**src/dic_defines.vh**
```
// dic_defines.vh: offsets, field positions, reset values and timing counts
// for the digital input conditioner; assumes a 100 MHz core clock.
`ifndef DIC_DEFINES_VH
`define DIC_DEFINES_VH

`define DIC_CLK_HZ 100000000
`define DIC_SCAN_MS 5
`define DIC_SCAN_CYCLES (`DIC_CLK_HZ / 1000 * `DIC_SCAN_MS)
`define DIC_MS_CYCLES (`DIC_CLK_HZ / 1000)
`define DIC_AC_EXTRA_MS 30
`define DIC_AC_PCT 10

`define DIC_ACT_V_RST 9'h058
`define DIC_REL_V_RST 9'h03C
`define DIC_DLY_RST 21'h000000

// register map, byte addresses
`define DIC_OFF_ID 12'h000
`define DIC_OFF_POL 12'h004
`define DIC_OFF_ACMODE 12'h008
`define DIC_OFF_STATE 12'h00C
`define DIC_OFF_CONS 12'h010
`define DIC_OFF_RELAY 12'h014
`define DIC_OFF_CLR 12'h018
`define DIC_OFF_BASE 12'h01C
`define DIC_OFF_CH 12'h100
// per channel block of 32 bytes at DIC_OFF_CH + 32*ch
`define DIC_CH_PICK 3'h0
`define DIC_CH_DROP 3'h1
`define DIC_CH_ACTV 3'h2
`define DIC_CH_RELV 3'h3
`define DIC_CH_CNT 3'h4
`define DIC_CH_VOLT 3'h5

// device code, arbitrary value
`define DIC_ID_VALUE 32'h0D1C0001

`endif

```
**src/dic_chan.v**
```verilog
// dic_chan.v: one conditioned input channel: threshold, polarity, delays.
// assumes a scan enable pulse and a one-millisecond enable pulse.
`timescale 1ns/1ps
`include "dic_defines.vh"
module dic_chan #(
	parameter DW = 21
)(
	input wire i_clk,
	input wire i_rst_n,
	input wire i_scan,
	input wire i_ms,
	input wire i_use_volt,
	input wire i_raw,
	input wire [8:0] i_volt,
	input wire i_pol_nc,
	input wire i_ac,
	input wire [8:0] i_act_v,
	input wire [8:0] i_rel_v,
	input wire [DW-1:0] i_pick,
	input wire [DW-1:0] i_drop,
	input wire i_clr_cnt,
	output reg o_state,
	output reg [31:0] o_count
);
	localparam [DW-1:0] AC_EXTRA = `DIC_AC_EXTRA_MS;
	reg energ;
	reg next_energ;
	reg samp;
	reg [DW-1:0] tmr;
	wire [15:0] rel_ac;
	wire [8:0] rel_eff;
	wire [DW-1:0] drop_eff;
	wire [DW-1:0] target;

	assign rel_ac = ({7'h00, i_act_v} * 16'h000A) / 16'h0064;
	assign rel_eff = i_ac ? rel_ac[8:0] : i_rel_v;
	assign drop_eff = i_ac ? i_drop + AC_EXTRA : i_drop;
	assign target = samp ? i_pick : drop_eff;

	// hysteresis on measured voltage
	always @*
	begin
		next_energ = energ;
		if (!i_use_volt)
			next_energ = i_raw;
		else if (i_volt > i_act_v)
			next_energ = 1'b1;
		else if (i_volt < rel_eff)
			next_energ = 1'b0;
	end

	always @(posedge i_clk or negedge i_rst_n)
	begin
		if (!i_rst_n)
			energ <= 1'b0;
		else if (i_scan)
			energ <= next_energ;
	end

	// sample once per scan, polarity applied
	always @(posedge i_clk or negedge i_rst_n)
	begin
		if (!i_rst_n)
			samp <= 1'b0;
		else if (i_scan)
			samp <= next_energ ^ i_pol_nc;
	end

	// pick-up / drop-off delay in ms
	always @(posedge i_clk or negedge i_rst_n)
	begin
		if (!i_rst_n)
		begin
			o_state <= 1'b0;
			tmr <= {DW{1'b0}};
		end
		else if (samp == o_state)
			tmr <= {DW{1'b0}};
		else if (tmr >= target)
		begin
			o_state <= samp;
			tmr <= {DW{1'b0}};
		end
		else if (i_ms)
			tmr <= tmr + 1'b1;
	end

	// rising-edge counter
	always @(posedge i_clk or negedge i_rst_n)
	begin
		if (!i_rst_n)
			o_count <= 32'h00000000;
		else if (i_clr_cnt)
			o_count <= 32'h00000000;
		else if (!o_state && samp && tmr >= target)
			o_count <= o_count + 32'h00000001;
	end
endmodule

```
**src/dic_top.v**
```verilog
// dic_top.v: digital input conditioner with APB register access.
// assumes pins arrive asynchronously; voltage samples are core-domain words.
//
// Register access over APB and the register offsets were left to the implementer.
`timescale 1ns/1ps
`include "dic_defines.vh"

// Functional notes
// - sample every input once per scan tick
// - polarity picks energised reads one or zero
// - rising change waits the pick-up delay
// - falling change waits the drop-off delay
// - ac mode adds thirty ms drop delay
// - consumers latch state on their scan tick
// - relay output updates one scan later
// - card inputs numbered after preceding inputs
// - thresholds programmable in one volt steps
// - above activation sets, below release clears
// - ac mode release is ten percent activation
// - per-input rising counter, software clearable
module dic_top #(
	parameter N = 8,
	parameter DW = 21,
	parameter SCAN_CYCLES = `DIC_SCAN_CYCLES,
	parameter MS_CYCLES = `DIC_MS_CYCLES
)(
	input wire i_core_clk,
	input wire i_arst_n,
	input wire [N-1:0] i_raw,
	input wire [9*N-1:0] i_volt,
	input wire i_use_volt,
	input wire [7:0] i_base_count,
	input wire i_psel,
	input wire i_penable,
	input wire i_pwrite,
	input wire [11:0] i_paddr,
	input wire [31:0] i_pwdata,
	output reg [31:0] o_prdata,
	output reg o_pready,
	output reg o_pslverr,
	output reg [N-1:0] o_input_state,
	output reg [N-1:0] o_consumer_state,
	output reg [N-1:0] o_relay_state,
	output reg [7:0] o_first_index
);
	//////////////////////////////////////////////////////////////////////
	reg rst_s1;
	reg rst_s2;
	reg [N-1:0] raw_s1;
	reg [N-1:0] raw_s2;
	wire rst_n;

	always @(posedge i_core_clk or negedge i_arst_n)
	begin
		if (!i_arst_n)
		begin
			rst_s1 <= 1'b0;
			rst_s2 <= 1'b0;
		end
		else
		begin
			rst_s1 <= 1'b1;
			rst_s2 <= rst_s1;
		end
	end
	assign rst_n = rst_s2;

	always @(posedge i_core_clk or negedge rst_n)
	begin
		if (!rst_n)
		begin
			raw_s1 <= {N{1'b0}};
			raw_s2 <= {N{1'b0}};
		end
		else
		begin
			raw_s1 <= i_raw;
			raw_s2 <= raw_s1;
		end
	end

	//////////////////////////////////////////////////////////////////////
	// scan and millisecond enables
	reg [31:0] scan_cnt;
	reg [31:0] ms_cnt;
	reg scan_en;
	reg ms_en;

	always @(posedge i_core_clk or negedge rst_n)
	begin
		if (!rst_n)
		begin
			scan_cnt <= 32'h00000000;
			ms_cnt <= 32'h00000000;
			scan_en <= 1'b0;
			ms_en <= 1'b0;
		end
		else
		begin
			scan_en <= 1'b0;
			ms_en <= 1'b0;
			if (scan_cnt == SCAN_CYCLES - 1)
			begin
				scan_cnt <= 32'h00000000;
				scan_en <= 1'b1;
			end
			else
				scan_cnt <= scan_cnt + 32'h00000001;
			if (ms_cnt == MS_CYCLES - 1)
			begin
				ms_cnt <= 32'h00000000;
				ms_en <= 1'b1;
			end
			else
				ms_cnt <= ms_cnt + 32'h00000001;
		end
	end

	//////////////////////////////////////////////////////////////////////
	// configuration registers
	reg [N-1:0] pol_nc;
	reg [N-1:0] ac_mode;
	reg [N-1:0] clr_pulse;
	reg [DW-1:0] pick [0:N-1];
	reg [DW-1:0] drop [0:N-1];
	reg [8:0] act_v [0:N-1];
	reg [8:0] rel_v [0:N-1];
	wire [N-1:0] state;
	wire [32*N-1:0] counts;
	wire wr_en;
	wire wr_take;
	wire rd_en;
	wire ch_hit;
	wire [2:0] ch_idx;
	wire [2:0] ch_reg;
	integer k;

	function [31:0] widen9;
		input [8:0] v;
		begin
			widen9 = {23'h000000, v};
		end
	endfunction

	// writes land on the completing edge, errors flagged one edge before
	assign wr_en = i_psel && i_penable && i_pwrite && o_pready;
	assign wr_take = i_psel && i_penable && i_pwrite && !o_pready;
	assign rd_en = i_psel && i_penable && !i_pwrite && !o_pready;
	assign ch_hit = i_paddr[11:8] == `DIC_OFF_CH >> 8 && i_paddr[4:2] <= 3'h5
		&& i_paddr[1:0] == 2'h0 && {5'h00, i_paddr[7:5]} < N;
	assign ch_idx = i_paddr[7:5];
	assign ch_reg = i_paddr[4:2];

	always @(posedge i_core_clk or negedge rst_n)
	begin
		if (!rst_n)
		begin
			pol_nc <= {N{1'b0}};
			ac_mode <= {N{1'b0}};
			clr_pulse <= {N{1'b0}};
			for (k = 0; k < N; k = k + 1)
			begin
				pick[k] <= `DIC_DLY_RST;
				drop[k] <= `DIC_DLY_RST;
				act_v[k] <= `DIC_ACT_V_RST;
				rel_v[k] <= `DIC_REL_V_RST;
			end
		end
		else
		begin
			clr_pulse <= {N{1'b0}};
			if (wr_en && i_paddr == `DIC_OFF_POL)
				pol_nc <= i_pwdata[N-1:0];
			if (wr_en && i_paddr == `DIC_OFF_ACMODE)
				ac_mode <= i_pwdata[N-1:0];
			if (wr_en && i_paddr == `DIC_OFF_CLR)
				clr_pulse <= i_pwdata[N-1:0];
			if (wr_en && ch_hit)
			begin
				case (ch_reg)
				`DIC_CH_PICK: pick[ch_idx] <= i_pwdata[DW-1:0];
				`DIC_CH_DROP: drop[ch_idx] <= i_pwdata[DW-1:0];
				`DIC_CH_ACTV: act_v[ch_idx] <= i_pwdata[8:0];
				`DIC_CH_RELV: rel_v[ch_idx] <= i_pwdata[8:0];
				default: ;
				endcase
			end
		end
	end

	//////////////////////////////////////////////////////////////////////
	// channels
	genvar g;
	generate
		for (g = 0; g < N; g = g + 1)
		begin : gen_ch
			dic_chan #(
				.DW(DW)
			) u_chan (
				.i_clk(i_core_clk),
				.i_rst_n(rst_n),
				.i_scan(scan_en),
				.i_ms(ms_en),
				.i_use_volt(i_use_volt),
				.i_raw(raw_s2[g]),
				.i_volt(i_volt[9*g+8:9*g]),
				.i_pol_nc(pol_nc[g]),
				.i_ac(ac_mode[g]),
				.i_act_v(act_v[g]),
				.i_rel_v(rel_v[g]),
				.i_pick(pick[g]),
				.i_drop(drop[g]),
				.i_clr_cnt(clr_pulse[g]),
				.o_state(state[g]),
				.o_count(counts[32*g+31:32*g])
			);
		end
	endgenerate

	//////////////////////////////////////////////////////////////////////
	// downstream scan stages
	always @(posedge i_core_clk or negedge rst_n)
	begin
		if (!rst_n)
		begin
			o_input_state <= {N{1'b0}};
			o_consumer_state <= {N{1'b0}};
			o_relay_state <= {N{1'b0}};
			o_first_index <= 8'h00;
		end
		else
		begin
			o_input_state <= state;
			o_first_index <= i_base_count + 8'h01;
			if (scan_en)
			begin
				o_consumer_state <= o_input_state;
				o_relay_state <= o_consumer_state;
			end
		end
	end

	//////////////////////////////////////////////////////////////////////
	// apb slave: one wait state, reads registered
	always @(posedge i_core_clk or negedge rst_n)
	begin
		if (!rst_n)
		begin
			o_pready <= 1'b0;
			o_pslverr <= 1'b0;
			o_prdata <= 32'h00000000;
		end
		else
		begin
			o_pready <= i_psel && i_penable && !o_pready;
			o_pslverr <= 1'b0;
			if (rd_en)
			begin
				o_prdata <= 32'h00000000;
				if (ch_hit)
				begin
					case (ch_reg)
					`DIC_CH_PICK: o_prdata <= {{(32-DW){1'b0}}, pick[ch_idx]};
					`DIC_CH_DROP: o_prdata <= {{(32-DW){1'b0}}, drop[ch_idx]};
					`DIC_CH_ACTV: o_prdata <= widen9(act_v[ch_idx]);
					`DIC_CH_RELV: o_prdata <= widen9(rel_v[ch_idx]);
					`DIC_CH_CNT: o_prdata <= counts[32*ch_idx+:32];
					`DIC_CH_VOLT: o_prdata <= widen9(i_volt[9*ch_idx+:9]);
					default: o_prdata <= 32'h00000000;
					endcase
				end
				else
				begin
					case (i_paddr)
					`DIC_OFF_ID: o_prdata <= `DIC_ID_VALUE;
					`DIC_OFF_POL: o_prdata <= {{(32-N){1'b0}}, pol_nc};
					`DIC_OFF_ACMODE: o_prdata <= {{(32-N){1'b0}}, ac_mode};
					`DIC_OFF_STATE: o_prdata <= {{(32-N){1'b0}}, o_input_state};
					`DIC_OFF_CONS: o_prdata <= {{(32-N){1'b0}}, o_consumer_state};
					`DIC_OFF_RELAY: o_prdata <= {{(32-N){1'b0}}, o_relay_state};
					`DIC_OFF_CLR: o_prdata <= 32'h00000000;
					`DIC_OFF_BASE: o_prdata <= {24'h000000, o_first_index};
					default: o_pslverr <= 1'b1;
					endcase
				end
			end
			else if (wr_take && !ch_hit && i_paddr != `DIC_OFF_POL
				&& i_paddr != `DIC_OFF_ACMODE && i_paddr != `DIC_OFF_CLR)
				o_pslverr <= 1'b1;
		end
	end
endmodule

```
**config.mk**
```make
export PLATFORM = sky130hd
export DESIGN_NAME = dic_top
export DESIGN_NICKNAME = d
export VERILOG_FILES = /design/src/dic_chan.v /design/src/dic_top.v
export VERILOG_INCLUDE_DIRS = /design/src
export SDC_FILE = /design/constraint.sdc
export NUM_CORES = 2
export LEC_CHECK = 0
export CAP_MARGIN = 10
export CORE_ASPECT_RATIO = 0.9
export CORE_MARGIN = 2
export CORE_UTILIZATION = 40
export DETAILED_ROUTE_END_ITERATION = 7
export DONT_BUFFER_PORTS = 1
export GPL_TIMING_DRIVEN = 0
export SETUP_SLACK_MARGIN = 0.5
export SLEW_MARGIN = 5
export SYNTH_ARGS = -nofsm -noshare
export SYNTH_HDL_FRONTEND = slang
export SYNTH_SLANG_ARGS = --single-unit
export TNS_END_PERCENT = 20
```
**constraint.sdc**
```tcl
create_clock -name i_core_clk -period 31.9 [get_ports i_core_clk]
set_clock_uncertainty 0.2 [all_clocks]
set_input_delay 3.19 -clock i_core_clk [delete_from_list [all_inputs] [get_ports i_core_clk]]
set_output_delay 3.19 -clock i_core_clk [all_outputs]
set_load 0.02 [all_outputs]
```
==> impl_metrics.ini <==
[setup_path]
reg2reg_depth = 38
rr_endpoint = gen_ch[0].u_chan.samp
type_of_destination_of_the_critical_path = flip-flop
cpLargestDelayFamily = compound AO/OA/AOI/OAI gates
rrSetupSlack_ns = 21.71
critical_path_buf_inv_count = 2
crit_arrival_ns = 10.69
critPathLaunchType = flip-flop
worst_path_max_delay_cell = sky130_fd_sc_hd__mux2i_1
reg_to_reg_startpoint = act_v[64]
critPathMaxStageDelay_ns = 0.73
worstPathRequired_ns = 32.40
worst-path-max-fanout = 7
setup.worst_path.class = flip-flop to flip-flop

[die]
pin_count = 204
placementRows = 152
placeableCoreArea_um2 = 190000
die_w_um = 464
initial_utilization_pct = 40.1
die_y_um = 418
dieArea_um2 = 194000

[placement]
place.detailed.instances = 10900
gp_routability_congestion = 1.09
dp.final_hpwl_um = 274000
placement.setup.worst_slack_ns = 22.00
numPortBuffers = 0

[status]
status = finished with violations
violations_in_the_final_reports = design-rule violations, max-capacitance violations, max-slew violations

[routing]
finalWirelength_um = 351000
drt.antenna.violating_nets = 0
drtIter0Drc = 9859
wl_per_cell_um = 31.3
remaining_drc_errors = 2
detail_route.first_pass.iterations = 8
vias_per_cell = 6.51
routed-via-count = 72900

[clocking]
cts_h_tree_depth = 4
cts.reportedPaths.clkPinSlew_ns = 0.06
clkSinkCount = 1102
holdBufCountCts = 0
post_cts_resized = 0
numCtsBuffers = 134
tritoncts = built
maximum_count_of_clock_buffers_along_a_single_path = 3
worstSkewPairLatency_ns = 0.82
post-cts-setup-buffers = 0
clk_root_buf = sky130_fd_sc_hd__clkbuf_16

[timing]
achievable-frequency_mhz = 98.1
worst_margin_slew_ns = 1.51
setup_repair_after_global_routing_missed_its_margin = no
final-max-slew-violation-count = 11
final_hold_viol_count = 0
report.final.setup_viol = 0
finalCritPeriodShare_pct = 31.9
layout_setup_ws_ns = 21.71
setup_total_negative_slack_ns = 0
timing.slew.headroom_pct = -0.988
final_period_minus_worst_setup_slack_ns = 10.19

[layout]
final-instance-count-excl-fill = 11200
synthToLayoutAreaGrowth_pct = 11.6
multiInputGateArea_um2 = 46200
nets = 9121
layout-drive-gt1-share_pct = 12.0
ff_latch_area_um2 = 27700
utilization_pct = 44.8
fillers = 18500

[logic_synthesis]
ys_seq_area_share_pct = 36.2
synth-seq-cells = 1102
ys_types = 110
synth-edff-count = 0
number_of_warnings_reported_in_the_yosys_synthesis_log = 0
syn_area_um2 = 76300
synthesis.nets = 8933
synth-async-reset-ratio_pct = 100
synth_ff_type = sky130_fd_sc_hd__dfrtp_1
average_instance_area_after_synthesis_um2 = 9.16
syn_inst = 8336

[global_route]
grt_antenna_before_repair = 46
first_global_vias = 68200
pin_count_of_the_biggest_net_entering_global_routing = 68
global_route.overflow_total = 0
wire_length_of_the_first_global_routing_pass_um = 495000
grtUsageTotal_pct = 35.1

[pwr]
vdd_ir_drop_max_mv = 0.0622
cellPowerDensity_nw_per_um2 = 39.4
cellLeakagePower_uw = 0.0354

[job]
cap_viol_max_count = 2

[worst_hold_path]
worst_hold_path_type = flip-flop to async pin
-- power breakdown --
group          internal, uW  switching [uW]  leakage, uW  total, uW
Combinational          64.5             190       0.0183        255
Clock                   929             696      0.00222       1630
Sequential             1420            52.5       0.0149       1470
-- worst register-to-register path: cells and delay by family, from the launching register on --
kind            cells  cell delay (ns)
flops               1             0.58
buf+inv             2             0.27
fa+ha+maj           5             1.46
simple gates       11             2.28
compound gates     17             4.32
mux                 3             0.96
-- worst max path at each step --
stage	start	end	slack, ns	cells past startpoint
after floorplan	rst_n	ac_mode[0]	13.88	0
final	act_v[64]	gen_ch[0].u_chan.samp	21.71	38
after detailed placement	act_v[64]	gen_ch[0].u_chan.samp	22.00	36
after global placement	rst_n	scan_cnt[7]	5.52	0
after global routing	act_v[64]	gen_ch[0].u_chan.samp	21.13	36
after CTS	act_v[64]	gen_ch[0].u_chan.samp	21.94	36
-- registers in the layout, indices dropped and copies added (netlist names), 8 cells and up --
name	cells
o_consumer_state	8
act_v	72
o_relay_state	8
o_prdata	32
ac_mode	8
drop	168
ms_cnt	32
pick	168
pol_nc	8
o_first_index	8
gen_ch.u_chan.energ	8
o_input_state	8
gen_ch.u_chan.tmr	168
gen_ch.u_chan.o_count	256
scan_cnt	32
gen_ch.u_chan.o_state	8
gen_ch.u_chan.samp	8
rel_v	72
raw_s1	8
clr_pulse	8
raw_s2	8
-- kinds of logic (layout without fill, tap and decap cells) --
logic type                 count (synthesis)  in the layout  synth area share [%]
AOI/OAI and AO/OA                       2248           2248                  20.2
buffers and inverters                    676            973                  3.34
DFF                                     1102           1102                  36.2
other                                      1             23               0.00491
and+or+nand+nor                         2702           2702                  17.5
muxes                                    623            623                  9.11
adders and majority gates                473            473                  7.79
xor gates and xnor gates                 511            511                  5.87
-- Yosys cell counts (all sizes together), types with 82 or more instances --
cell	n	area share (%)
nor2	765	3.8
xor2	278	3.2
xnor2	233	2.7
nor2b	89	0.73
clkbuf	386	1.9
or3	130	1.1
and2	82	0.67
nand3	319	2.1
ha	451	7.4
nor3	152	1.0
a22oi	312	3.1
dfrtp	1046	34
o31ai	100	1.0
nand2	523	2.6
inv	227	1.1
nand4	196	1.6
and3	148	1.2
a21oi	543	3.6
mux2	563	8.3
o21ai	346	2.3
a21o	165	1.6
-- layout make-up --
cell class	instances	area share [%]
repair buffers	52	1.11
clock inverters	53	0.764
plain buffers	444	1.99
flip-flops and latches	1102	32.5
diodes	22	0.0646
multi-input cells	6558	54.3
clock buffers	192	4.60
well taps	2541	3.73
inverters	232	1.02
-- placed cells by master, fill, tap and decap left out, drive strengths merged, types with 100 or more instances in the layout --
cell type	count
xnor2	233
nand3	319
inv	236
nor3	152
o31ai	100
dfrtp	1046
mux2	563
a21o	165
a22oi	312
xor2	278
nand2	523
clkbuf	580
ha	451
nor2	765
a21oi	543
nand4	196
and3	148
or3	130
buf	108
o21ai	346
-- metrics by stage --
step	instance area, um^2	hold slack, ns	power, uW
4_1_cts	84900	0.139	3350
2_1_floorplan	76300	0.131	1600
5_1_grt	85100	0.154	3430
3_5_place_dp	80400	0.137	1740
3_3_place_gp	79500	0.134	1730
6_report	85200	0.124	3350
-- routing by layer --
layer | vias to the layer above | GRT usage, % | routed length, um
li1 | 31500 | - | -
met1 | 36500 | 47.2 | 145000
met2 | 3995 | 49.6 | 143000
met3 | 885 | 10.9 | 40100
met4 | 32 | 19.4 | 22000
met5 | - | 0 | 216
Power figures use the tool's default switching activity.
